`config.mk`:
```
export PLATFORM = sky130hd
export DESIGN_NAME = twm_monitor
export DESIGN_NICKNAME = d
export VERILOG_FILES = /design/src/inc/twm_pkg.sv /design/src/twm_monitor.sv /design/src/twm_label_table.sv
export SDC_FILE = /design/constraint.sdc
export NUM_CORES = 2
export LEC_CHECK = 0
export BUFFER_PORTS_ARGS = -buffer_cell sky130_fd_sc_hd__buf_2
export CORE_MARGIN = 3
export CORE_UTILIZATION = 30
export CTS_BUF_LIST = sky130_fd_sc_hd__clkbuf_4 sky130_fd_sc_hd__clkbuf_8
export DETAILED_ROUTE_END_ITERATION = 10
export PLACE_DENSITY = 0.47
export SLEW_MARGIN = 0
export SYNTH_ARGS = -nofsm -noshare
export SYNTH_HDL_FRONTEND = slang
export SYNTH_SLANG_ARGS = --single-unit
```
`constraint.sdc`:
```
create_clock -name ref_clk -period 14 [get_ports ref_clk]
set_input_delay 1.4 -clock ref_clk [delete_from_list [all_inputs] [get_ports ref_clk]]
set_output_delay 1.4 -clock ref_clk [all_outputs]
set_load 0.02 [all_outputs]
```
`src/inc/twm_pkg.sv`:
```
// Constants and types shared by the two-wire bus trigger monitor.
// Assumes a single 200 MHz sampling clock and thresholded bus lines.
// Function
// - Start mode fires on start condition
// - Stop mode fires on stop condition
// - Restart fires on start without stop
// - Address, data or both qualify trigger
// - Seven or ten bit address compared fully
// - Direction bit compared against configuration
// - Address compared exactly, no don't-cares
// - Any-address skips address and direction
// - Skip configured byte count before pattern
// - Pattern length one to three bytes
// - Defined bits extend effective pattern length
// - Per-bit don't-care; all don't-care means address-only
// - Report frame start time versus trigger
// - Report direction, address, length, data, state
// - Label selection loads address fields
// - Label entry holds type, value, name
package twm_pkg;
    typedef enum logic [2:0] {
        TWM_MODE_START,
        TWM_MODE_STOP,
        TWM_MODE_RESTART,
        TWM_MODE_NOACK,
        TWM_MODE_ADDRDATA
    } twm_mode_type;
    typedef enum logic [1:0] {
        TWM_COND_ADDR,
        TWM_COND_DATA,
        TWM_COND_BOTH
    } twm_cond_type;
    localparam int TWM_PAT_BYTES = 3;
    localparam int TWM_SKIP_W = 12;
    localparam int TWM_TIME_W = 32;
    localparam int TWM_LEN_W = 16;
    localparam int TWM_LABELS = 16;
    localparam int TWM_LABEL_IDX_W = 4;
    localparam int TWM_NAME_W = 64;
    localparam logic [4:0] TWM_TEN_PREFIX = 5'h1E;
    localparam logic [3:0] TWM_ACK_BIT = 4'h8;
    localparam logic [3:0] TWM_LAST_BIT = 4'h8;
    // Frame state codes
    localparam logic [1:0] TWM_ST_OK = 2'h0;
    localparam logic [1:0] TWM_ST_NACK = 2'h1;
    localparam logic [1:0] TWM_ST_INCOMPLETE = 2'h2;
endpackage : twm_pkg

```
`src/twm_monitor.sv`:
```
// Passive two-wire bus monitor with trigger and frame report.
// Assumes bus lines are thresholded logic levels, asynchronous to ref_clk.
`timescale 1ns/1ps
`default_nettype none
module twm_monitor
    import twm_pkg::*;
(
    input wire logic ref_clk,
    input wire logic rst,
    input wire logic busClk,
    input wire logic busData,
    input wire twm_mode_type triggerMode,
    input wire twm_cond_type dataCondition,
    input wire logic address_width_select,
    input wire logic matchRead,
    input wire logic anyAddress,
    input wire logic addrWrite,
    input wire logic [9:0] addrValue,
    input wire logic [TWM_SKIP_W-1:0] pattern_skip_count,
    input wire logic [1:0] pattern_byte_count,
    input wire logic [8*TWM_PAT_BYTES-1:0] patternValue,
    input wire logic [8*TWM_PAT_BYTES-1:0] patternCare,
    input wire logic labelWrite,
    input wire logic [TWM_LABEL_IDX_W-1:0] labelWriteIndex,
    input wire logic labelWriteTen,
    input wire logic [9:0] labelWriteAddr,
    input wire logic [TWM_NAME_W-1:0] labelWriteName,
    input wire logic labelLoad,
    input wire logic [TWM_LABEL_IDX_W-1:0] label_name_select,
    output logic triggerPulse,
    output logic [1:0] effectiveByteCount,
    output logic activeTen,
    output logic [9:0] activeAddr,
    output logic [TWM_NAME_W-1:0] activeName,
    output logic frameValid,
    output logic [TWM_TIME_W-1:0] frameStartTime,
    output logic frameRead,
    output logic [9:0] frameAddr,
    output logic [TWM_LEN_W-1:0] frameLength,
    output logic [8*TWM_PAT_BYTES-1:0] frameData,
    output logic [1:0] frameState
);
    typedef enum logic [1:0] {TWM_IDLE, TWM_ADDR1, TWM_ADDR2, TWM_DATA} twm_phase_type;

    // Label lookup
    logic loadValid, loadTen;
    logic [9:0] loadAddr;
    logic [TWM_NAME_W-1:0] loadName;
    twm_label_table u_labels (
        .ref_clk(ref_clk),
        .rst(rst),
        .labelWrite(labelWrite),
        .labelWriteIndex(labelWriteIndex),
        .labelWriteTen(labelWriteTen),
        .labelWriteAddr(labelWriteAddr),
        .labelWriteName(labelWriteName),
        .labelLoad(labelLoad),
        .label_name_select(label_name_select),
        .loadValid(loadValid),
        .loadTen(loadTen),
        .loadAddr(loadAddr),
        .loadName(loadName)
    );

    // Two-flop synchronisers, then a third stage for edge compare
    logic [1:0] clkSync, dataSync;
    logic clkNow, dataNow, clkPrev, dataPrev;
    always_ff @(posedge ref_clk or posedge rst) begin
        if (rst) begin
            clkSync <= 2'h3;
            dataSync <= 2'h3;
            clkPrev <= 1'b1;
            dataPrev <= 1'b1;
        end else begin
            clkSync <= {clkSync[0], busClk};
            dataSync <= {dataSync[0], busData};
            clkPrev <= clkSync[1];
            dataPrev <= dataSync[1];
        end
    end
    assign clkNow = clkSync[1];
    assign dataNow = dataSync[1];

    // Bus conditions from consecutive samples
    logic startCond, stopCond, clkRise, clkFall;
    assign startCond = clkNow && clkPrev && dataPrev && !dataNow;
    assign stopCond = clkNow && clkPrev && !dataPrev && dataNow;
    assign clkRise = clkNow && !clkPrev;
    assign clkFall = !clkNow && clkPrev;

    // Effective pattern length grows to cover defined bytes
    logic [1:0] careLen;
    always_comb begin
        careLen = pattern_byte_count;
        if (|patternCare[15:8] && careLen < 2'h2) careLen = 2'h2;
        if (|patternCare[23:16]) careLen = 2'h3;
        if (careLen == 2'h0) careLen = 2'h1;
    end

    // Decoder state
    twm_phase_type phase, next_phase;
    logic msgOpen, next_msgOpen;
    logic [3:0] bitCnt, next_bitCnt;
    logic [7:0] shiftReg, next_shiftReg;
    logic ackLow, next_ackLow;
    logic [7:0] firstByte, next_firstByte;
    logic frameTen, next_frameTen;
    logic addrOk, next_addrOk;
    logic [TWM_SKIP_W-1:0] skipLeft, next_skipLeft;
    logic [1:0] patIdx, next_patIdx;
    logic patOk, next_patOk;
    logic patDone, next_patDone;
    logic fired, next_fired;
    logic [TWM_TIME_W-1:0] timer, next_timer, trigTime, next_trigTime;
    logic [TWM_TIME_W-1:0] startStamp, next_startStamp;
    logic next_triggerPulse, next_frameValid, next_frameRead;
    logic [9:0] next_frameAddr;
    logic [TWM_LEN_W-1:0] next_frameLength;
    logic [8*TWM_PAT_BYTES-1:0] next_frameData;
    logic [1:0] next_frameState;
    logic [TWM_TIME_W-1:0] next_frameStartTime;
    logic next_activeTen;
    logic [9:0] next_activeAddr;
    logic [TWM_NAME_W-1:0] next_activeName;

    logic byteDone, ackSample, addrMatch, patMatch, allDontCare;
    logic [7:0] patByte, careByte;
    assign byteDone = clkFall && bitCnt == TWM_ACK_BIT;
    assign allDontCare = ~|patternCare;
    assign patByte = patternValue[8*patIdx +: 8];
    assign careByte = patternCare[8*patIdx +: 8];
    assign patMatch = ((shiftReg ^ patByte) & careByte) == 8'h00;

    // Data line must be high through the whole ninth high phase
    assign ackSample = clkNow && bitCnt == TWM_ACK_BIT && !dataNow;

    always_comb begin
        next_phase = phase;
        next_msgOpen = msgOpen;
        next_bitCnt = bitCnt;
        next_shiftReg = shiftReg;
        next_ackLow = ackLow;
        next_firstByte = firstByte;
        next_frameTen = frameTen;
        next_addrOk = addrOk;
        next_skipLeft = skipLeft;
        next_patIdx = patIdx;
        next_patOk = patOk;
        next_patDone = patDone;
        next_fired = fired;
        next_timer = timer + 1'b1;
        next_trigTime = trigTime;
        next_startStamp = startStamp;
        next_triggerPulse = 1'b0;
        next_frameValid = 1'b0;
        next_frameRead = frameRead;
        next_frameAddr = frameAddr;
        next_frameLength = frameLength;
        next_frameData = frameData;
        next_frameState = frameState;
        next_frameStartTime = frameStartTime;
        next_activeTen = activeTen;
        next_activeAddr = activeAddr;
        next_activeName = activeName;
        addrMatch = 1'b0;
        // Comparison fields from direct write or label load
        if (addrWrite) begin
            next_activeTen = address_width_select;
            next_activeAddr = addrValue;
        end else if (loadValid) begin
            next_activeTen = loadTen;
            next_activeAddr = loadAddr;
            next_activeName = loadName;
        end
        if (ackSample) next_ackLow = 1'b1;
        if (clkRise && bitCnt < TWM_ACK_BIT) next_shiftReg = {shiftReg[6:0], dataNow};
        if (clkFall && phase != TWM_IDLE) begin
            next_bitCnt = (bitCnt == TWM_ACK_BIT) ? 4'h0 : bitCnt + 4'h1;
            if (bitCnt == TWM_ACK_BIT) next_ackLow = 1'b0;
        end
        if (startCond) begin
            if (triggerMode == TWM_MODE_START) next_triggerPulse = 1'b1;
            if (triggerMode == TWM_MODE_RESTART && msgOpen) next_triggerPulse = 1'b1;
            next_msgOpen = 1'b1;
            next_phase = TWM_ADDR1;
            // The start's own clock fall wraps this to zero before the first bit
            next_bitCnt = '1;
            next_ackLow = 1'b0;
            next_addrOk = 1'b0;
            next_skipLeft = pattern_skip_count;
            next_patIdx = 2'h0;
            next_patOk = 1'b1;
            next_patDone = 1'b0;
            next_startStamp = timer;
            next_frameLength = '0;
            next_frameData = '0;
            next_frameState = msgOpen ? TWM_ST_INCOMPLETE : TWM_ST_OK;
        end else if (stopCond) begin
            if (triggerMode == TWM_MODE_STOP) next_triggerPulse = 1'b1;
            next_msgOpen = 1'b0;
            next_phase = TWM_IDLE;
            if (msgOpen) begin
                next_frameValid = 1'b1;
                next_frameStartTime = startStamp - trigTime;
            end
        end else if (byteDone) begin
            if (!ackLow) begin
                next_frameState = TWM_ST_NACK;
                if (triggerMode == TWM_MODE_NOACK) next_triggerPulse = 1'b1;
            end
            case (phase)
                TWM_ADDR1: begin
                    next_firstByte = shiftReg;
                    next_frameRead = shiftReg[0];
                    next_frameTen = shiftReg[7:3] == TWM_TEN_PREFIX;
                    // Ten-bit read resends first byte only; reuse earlier low byte
                    if (shiftReg[7:3] == TWM_TEN_PREFIX && shiftReg[0] && frameTen
                        && firstByte[7:1] == shiftReg[7:1]) begin
                        next_phase = TWM_DATA;
                        addrMatch = activeTen && firstByte[2:1] == activeAddr[9:8]
                            && frameAddr[7:0] == activeAddr[7:0];
                        next_frameAddr = frameAddr;
                    end else if (shiftReg[7:3] == TWM_TEN_PREFIX) begin
                        next_phase = TWM_ADDR2;
                        next_frameAddr = {shiftReg[2:1], 8'h00};
                    end else begin
                        next_phase = TWM_DATA;
                        next_frameAddr = {3'h0, shiftReg[7:1]};
                        addrMatch = !activeTen && shiftReg[7:1] == activeAddr[6:0];
                    end
                    next_addrOk = anyAddress || (addrMatch && shiftReg[0] == matchRead);
                end
                TWM_ADDR2: begin
                    next_phase = TWM_DATA;
                    next_frameAddr = {frameAddr[9:8], shiftReg};
                    addrMatch = activeTen && {frameAddr[9:8], shiftReg} == activeAddr;
                    next_addrOk = anyAddress || (addrMatch && firstByte[0] == matchRead);
                end
                TWM_DATA: begin
                    next_frameLength = frameLength + 1'b1;
                    next_frameData = {frameData[8*TWM_PAT_BYTES-9:0], shiftReg};
                    if (skipLeft != '0) begin
                        next_skipLeft = skipLeft - 1'b1;
                    end else if (!patDone) begin
                        if (!patMatch) next_patOk = 1'b0;
                        next_patIdx = patIdx + 2'h1;
                        if (patIdx + 2'h1 == careLen) begin
                            next_patDone = 1'b1;
                            if (triggerMode == TWM_MODE_ADDRDATA && !fired && patOk && patMatch
                                && !allDontCare && (dataCondition == TWM_COND_DATA
                                || anyAddress || addrOk)) begin
                                next_triggerPulse = 1'b1;
                            end
                        end
                    end
                end
                default: next_phase = TWM_IDLE;
            endcase
            // Address-only qualification fires at end of address
            if (triggerMode == TWM_MODE_ADDRDATA && !fired && phase != TWM_DATA
                && next_phase == TWM_DATA && next_addrOk && !anyAddress
                && (dataCondition == TWM_COND_ADDR || allDontCare)) begin
                next_triggerPulse = 1'b1;
            end
        end
        if (next_triggerPulse) begin
            next_fired = 1'b1;
            next_trigTime = timer;
        end
        if (startCond) next_fired = 1'b0;
    end

    always_ff @(posedge ref_clk or posedge rst) begin
        if (rst) begin
            phase <= TWM_IDLE;
            msgOpen <= 1'b0;
            bitCnt <= 4'h0;
            shiftReg <= 8'h00;
            ackLow <= 1'b0;
            firstByte <= 8'h00;
            frameTen <= 1'b0;
            addrOk <= 1'b0;
            skipLeft <= '0;
            patIdx <= 2'h0;
            patOk <= 1'b0;
            patDone <= 1'b0;
            fired <= 1'b0;
            timer <= '0;
            trigTime <= '0;
            startStamp <= '0;
            triggerPulse <= 1'b0;
            frameValid <= 1'b0;
            frameRead <= 1'b0;
            frameAddr <= 10'h000;
            frameLength <= '0;
            frameData <= '0;
            frameState <= TWM_ST_OK;
            frameStartTime <= '0;
            effectiveByteCount <= 2'h1;
            activeTen <= 1'b0;
            activeAddr <= 10'h000;
            activeName <= '0;
        end else begin
            phase <= next_phase;
            msgOpen <= next_msgOpen;
            bitCnt <= next_bitCnt;
            shiftReg <= next_shiftReg;
            ackLow <= next_ackLow;
            firstByte <= next_firstByte;
            frameTen <= next_frameTen;
            addrOk <= next_addrOk;
            skipLeft <= next_skipLeft;
            patIdx <= next_patIdx;
            patOk <= next_patOk;
            patDone <= next_patDone;
            fired <= next_fired;
            timer <= next_timer;
            trigTime <= next_trigTime;
            startStamp <= next_startStamp;
            triggerPulse <= next_triggerPulse;
            frameValid <= next_frameValid;
            frameRead <= next_frameRead;
            frameAddr <= next_frameAddr;
            frameLength <= next_frameLength;
            frameData <= next_frameData;
            frameState <= next_frameState;
            frameStartTime <= next_frameStartTime;
            effectiveByteCount <= careLen;
            activeTen <= next_activeTen;
            activeAddr <= next_activeAddr;
            activeName <= next_activeName;
        end
    end

    // Checks on trigger causes, message close, pattern length, skip count, frame report and address loading
    AST_START_FIRES: assert property (@(posedge ref_clk) disable iff (rst)
        (startCond && triggerMode == TWM_MODE_START) |=> triggerPulse)
        else $error("start did not trigger");
    AST_STOP_FIRES: assert property (@(posedge ref_clk) disable iff (rst)
        (stopCond && triggerMode == TWM_MODE_STOP) |=> triggerPulse)
        else $error("stop did not trigger");
    AST_RESTART_ONLY_OPEN: assert property (@(posedge ref_clk) disable iff (rst)
        (startCond && !msgOpen && triggerMode == TWM_MODE_RESTART) |=> !triggerPulse)
        else $error("restart fired without open message");
    AST_NOACK_FIRES: assert property (@(posedge ref_clk) disable iff (rst)
        (byteDone && !ackLow && !startCond && !stopCond && triggerMode == TWM_MODE_NOACK)
        |=> triggerPulse)
        else $error("missing acknowledge not triggered");
    AST_STOP_CLOSES: assert property (@(posedge ref_clk) disable iff (rst)
        (stopCond && !startCond) |=> !msgOpen && phase == TWM_IDLE)
        else $error("stop did not close message");
    AST_LEN_COVERS: assert property (@(posedge ref_clk) disable iff (rst)
        $rose(|patternCare[23:16]) |=> effectiveByteCount == 2'h3)
        else $error("pattern length not extended");
    // A skipped byte may still carry a missing acknowledge in that mode
    AST_SKIP_COUNTS: assert property (@(posedge ref_clk) disable iff (rst)
        (byteDone && phase == TWM_DATA && skipLeft != '0 && !startCond && !stopCond)
        |=> skipLeft == $past(skipLeft) - 1'b1 && (!triggerPulse || triggerMode == TWM_MODE_NOACK))
        else $error("skip count not consumed");
    AST_FRAME_REPORT: assert property (@(posedge ref_clk) disable iff (rst)
        (stopCond && !startCond && msgOpen) |=> frameValid ##1 !frameValid)
        else $error("frame report not pulsed");
    AST_LABEL_LOAD: assert property (@(posedge ref_clk) disable iff (rst)
        (loadValid && !addrWrite) |=> activeAddr == $past(loadAddr))
        else $error("label address not loaded");
    AST_ANY_ADDR: assert property (@(posedge ref_clk) disable iff (rst)
        (byteDone && phase == TWM_ADDR2 && anyAddress && !startCond && !stopCond)
        |=> addrOk)
        else $error("any address not qualified");
endmodule : twm_monitor
`default_nettype wire

```
`src/twm_label_table.sv`:
```
// Label table: each entry holds width type, address value and name.
// Assumes software fills entries before selection; one clock domain.
`timescale 1ns/1ps
`default_nettype none
module twm_label_table
    import twm_pkg::*;
(
    input wire logic ref_clk,
    input wire logic rst,
    input wire logic labelWrite,
    input wire logic [TWM_LABEL_IDX_W-1:0] labelWriteIndex,
    input wire logic labelWriteTen,
    input wire logic [9:0] labelWriteAddr,
    input wire logic [TWM_NAME_W-1:0] labelWriteName,
    input wire logic labelLoad,
    input wire logic [TWM_LABEL_IDX_W-1:0] label_name_select,
    output logic loadValid,
    output logic loadTen,
    output logic [9:0] loadAddr,
    output logic [TWM_NAME_W-1:0] loadName
);
    // Entry storage: type, value and name per entry
    logic tableTen [TWM_LABELS];
    logic [9:0] tableAddr [TWM_LABELS];
    logic [TWM_NAME_W-1:0] tableName [TWM_LABELS];
    logic next_loadValid;

    // Table writes need no reset; entries are undefined until written
    always_ff @(posedge ref_clk) begin
        if (labelWrite) begin
            tableTen[labelWriteIndex] <= labelWriteTen;
            tableAddr[labelWriteIndex] <= labelWriteAddr;
            tableName[labelWriteIndex] <= labelWriteName;
        end
    end

    always_comb begin
        next_loadValid = labelLoad;
    end

    // Selected entry is presented one cycle after the load pulse
    always_ff @(posedge ref_clk or posedge rst) begin
        if (rst) begin
            loadValid <= 1'b0;
            loadTen <= 1'b0;
            loadAddr <= 10'h000;
            loadName <= '0;
        end else begin
            loadValid <= next_loadValid;
            if (labelLoad) begin
                loadTen <= tableTen[label_name_select];
                loadAddr <= tableAddr[label_name_select];
                loadName <= tableName[label_name_select];
            end
        end
    end
endmodule : twm_label_table
`default_nettype wire

```
==> impl_metrics.py <==
metrics = {
    "floorplanning": {
        "core_area_um2": 208000,
        "dieArea_um2": 215000,
        "start_util": 0.303,
        "std_cell_rows": 167,
        "die_h_um": 464,
        "io_pins": 334,
        "die_w_um": 464,
    },
    "synthesis": {
        "synth_cell_types": 77,
        "synthCells": 3288,
        "synthFlopType": "edfxtp_1",
        "synth_fp_nets": 3500,
        "synth.avg_cell_area_um2": 19.1,
        "synth_area_um2": 62900,
        "synth_edf_count": 1200,
        "ys_async_sr_fraction": 0.242,
        "ys_seq_area_frac": 0.725,
        "ys_warn_count": 0,
        "ys_seq_elements": 1584,
    },
    "final_layout": {
        "fin_util": 0.356,
        "layout_commonest_cell": "edfxtp_1",
        "nNetsFinal": 4039,
        "final_cell_mix": "1200 x edfxtp_1, 377 x dfrtp_1, 375 x mux4_2",
        "area_growth_pct": 17.5,
        "drive_gt1_frac": 0.367,
        "final_area_um2": 74000,
    },
    "setup_path": {
        "worstSetupPathDepth": 6,
        "critPathLaunch": "label_name_select[0]",
        "critPathTopFamily": "buffers and inverters",
        "crit_arrival_ps": 5000,
        "rr_worst_depth": 10,
        "timing.rr.start": "patIdx[1]$_DFFE_PP0P_",
        "crit_path_end_kind": "register",
        "cp_cell_sequence": "buf_8 -> buf_4 -> buf_4 -> mux4_2 -> mux4_2 -> mux2_2",
        "critPathMaxFanout": 47,
        "criticalPathCategory": "in2reg",
        "critPathMaxStageDelay_ps": 880,
        "start_kind": "input port",
        "rr_endpoint": "trigTime[23]$_DFFE_PP0P_",
        "cp_slowest_cell": "buf_4",
        "r2r_slack_ps": 10080,
        "cp_data_required_time_ps": 14820,
        "crit_buf_inv": 3,
    },
    "hold_path": {
        "hold_end": "clkSync[1]$_DFF_PP1_",
        "holdPathStages": 0,
        "hold_path_class": "reg2reg",
        "hp-start": "clkSync[0]$_DFF_PP1_",
    },
    "grt": {
        "track_usage": 0.154,
        "grt_max_degree": 126,
        "antenna_found_initial": 48,
        "overflow": 0,
        "grt_pass1_wl_um": 244000,
        "first_global_vias": 34500,
    },
    "cts": {
        "cts_buffers": 297,
        "cts_tree": "yes",
        "post_cts_buffers": 0,
        "root_buffer": "clkbuf_8",
        "cts_resized": 0,
        "hold_buffers": 0,
        "path_clk_slew_ps": 50,
        "clock_sinks": 1584,
        "clockBufferDepth": 4,
        "htreeDepth": 5,
        "clk_latency_ps": 1020,
    },
    "route": {
        "wl_per_cell_um": 24.4,
        "vias": 32600,
        "drc": 0,
        "finalWirelength_um": 167000,
        "wl_met2_um": 79100,
        "highest_layer": "met5",
        "final_antenna_net_count": 0,
        "routed-wl-met3_um": 10500,
        "drt_iter0_drc": 2524,
        "vias_per_cell": 4.76,
        "firstDrtPassIters": 5,
        "met1Wirelength_um": 73700,
    },
    "placement": {
        "gp_congestion": 0.757,
        "port_buffers": 333,
        "placed_area_um2": 68100,
        "dp_hpwl_um": 91100,
    },
    "pwr": {
        "finalPower_mw": 11.1,
        "p_leak_nw": 26.2,
        "powerDensity_nw_per_um2": 150,
        "ir_drop_uv": 117,
    },
    "timing": {
        "rsz0062_at_grt": "false",
        "relSlewSlack": 0.246,
        "worst_pin_slew_ps": 1130,
        "fmax_mhz": 239,
        "maxSlewViolCount": 0,
        "setup_tns_ps": 0,
        "skew_ps": 109,
        "fin_crit_sh": 0.299,
        "hold_violations": 0,
        "whs_ps": 355,
        "finalSetupViolCount": 0,
        "final.min_clock_period_ps": 4190,
    },
    "run": {
        "cap_violations": 0,
    },
    "run_status": {
        "outcome": "finished clean",
    },
}
==> sequential cells by signal (all words and copies together), names as in the netlist, 12 cells and up <==
name,count
u_labels.tableName,1024
u_labels.tableAddr,160
activeName,64
u_labels.loadName,64
frameStartTime,32
startStamp,32
timer,32
trigTime,32
frameData,24
frameLength,16
u_labels.tableTen,16
skipLeft,12
==> power breakdown <==
part	internal, mW	total, mW	leakage, nW	switching [mW]
Combinational	0.490	1.14	7.36	0.649
Sequential	5.33	5.54	15.7	0.211
Clock	2.54	4.45	3.13	1.91
Total	8.35	11.1	26.2	2.77
==> worst max path at each step <==
stage	endpoint
floorplan	ackLow$_DFF_PP0_
global placement	u_labels.loadName[37]$_DFFE_PP0P_
detailed placement	u_labels.loadName[39]$_DFFE_PP0P_
CTS	u_labels.loadName[36]$_DFFE_PP0P_
global route	u_labels.loadName[36]$_DFFE_PP0P_
finish	u_labels.loadName[36]$_DFFE_PP0P_
==> cell usage after synthesis, types with 9 or more instances <==
master / number / area [um^2]
edfxtp_1: 1200 / 36000
mux2_4: 30 / 450
mux2i_1: 31 / 310
clkbuf_1: 105 / 394
a21o_1: 13 / 97.6
nand2b_1: 11 / 68.8
or3_1: 11 / 68.8
xor2_1: 48 / 420
xnor2_1: 72 / 631
nand3b_1: 13 / 97.6
nor3_1: 20 / 100
nand2_1: 272 / 1020
buf_2: 10 / 50.1
o21ai_0: 98 / 490
dfrtp_1: 377 / 9430
nand4_1: 20 / 125
nand3_1: 24 / 120
mux4_2: 375 / 8450
buf_1: 37 / 139
a22oi_1: 9 / 67.6
inv_1: 49 / 184
mux2_2: 155 / 1750
and3_1: 10 / 62.6
ha_1: 41 / 513
nor2b_1: 10 / 62.6
nor2_1: 58 / 218
a21oi_1: 59 / 295
==> layer usage <==
metal | GRT usage | up-vias
met1 | 0.208 | 17100
met3 | 0.0398 | 339
li1 | - | 14200
met2 | 0.246 | 888
met5 | 0 | -
met4 | 0.0408 | 26
==> metrics by stage <==
step                      setup slack (ps)  cells
after floorplan                       1940   3288
after detailed placement              8680   6316
final                                 9810   6847
after global placement                8720   6316
after global routing                  9510   6835
after CTS                             9770   6831
==> kinds of logic (layout without fill, tap and decap cells) <==
group                    Yosys count  count (layout)  synth area share
adder cells (fa/ha/maj)           42              42           0.00847
flip-flops                      1584            1584             0.725
AND/OR/NAND/NOR                  506             506            0.0386
buffers and inverters            207             962            0.0136
multiplexers                     591             591             0.174
other                              0              16                 0
XOR/XNOR                         121             121            0.0170
AO/OA/AOI/OAI                    237             237            0.0230
==> area by class of cell <==
| class | count | area [um^2] |
|---|---|---|
| Clock inverter | 78 | 488 |
| Sequential cell | 1584 | 45700 |
| Tap cell | 2788 | 3490 |
| Multi-Input combinational cell | 1497 | 16600 |
| Antenna cell | 16 | 40.0 |
| Fill cell | 19600 | 134000 |
| Timing Repair Buffer | 397 | 2190 |
| Clock buffer | 437 | 5360 |
| Inverter | 50 | 195 |
(Power assumes the default switching activity.)
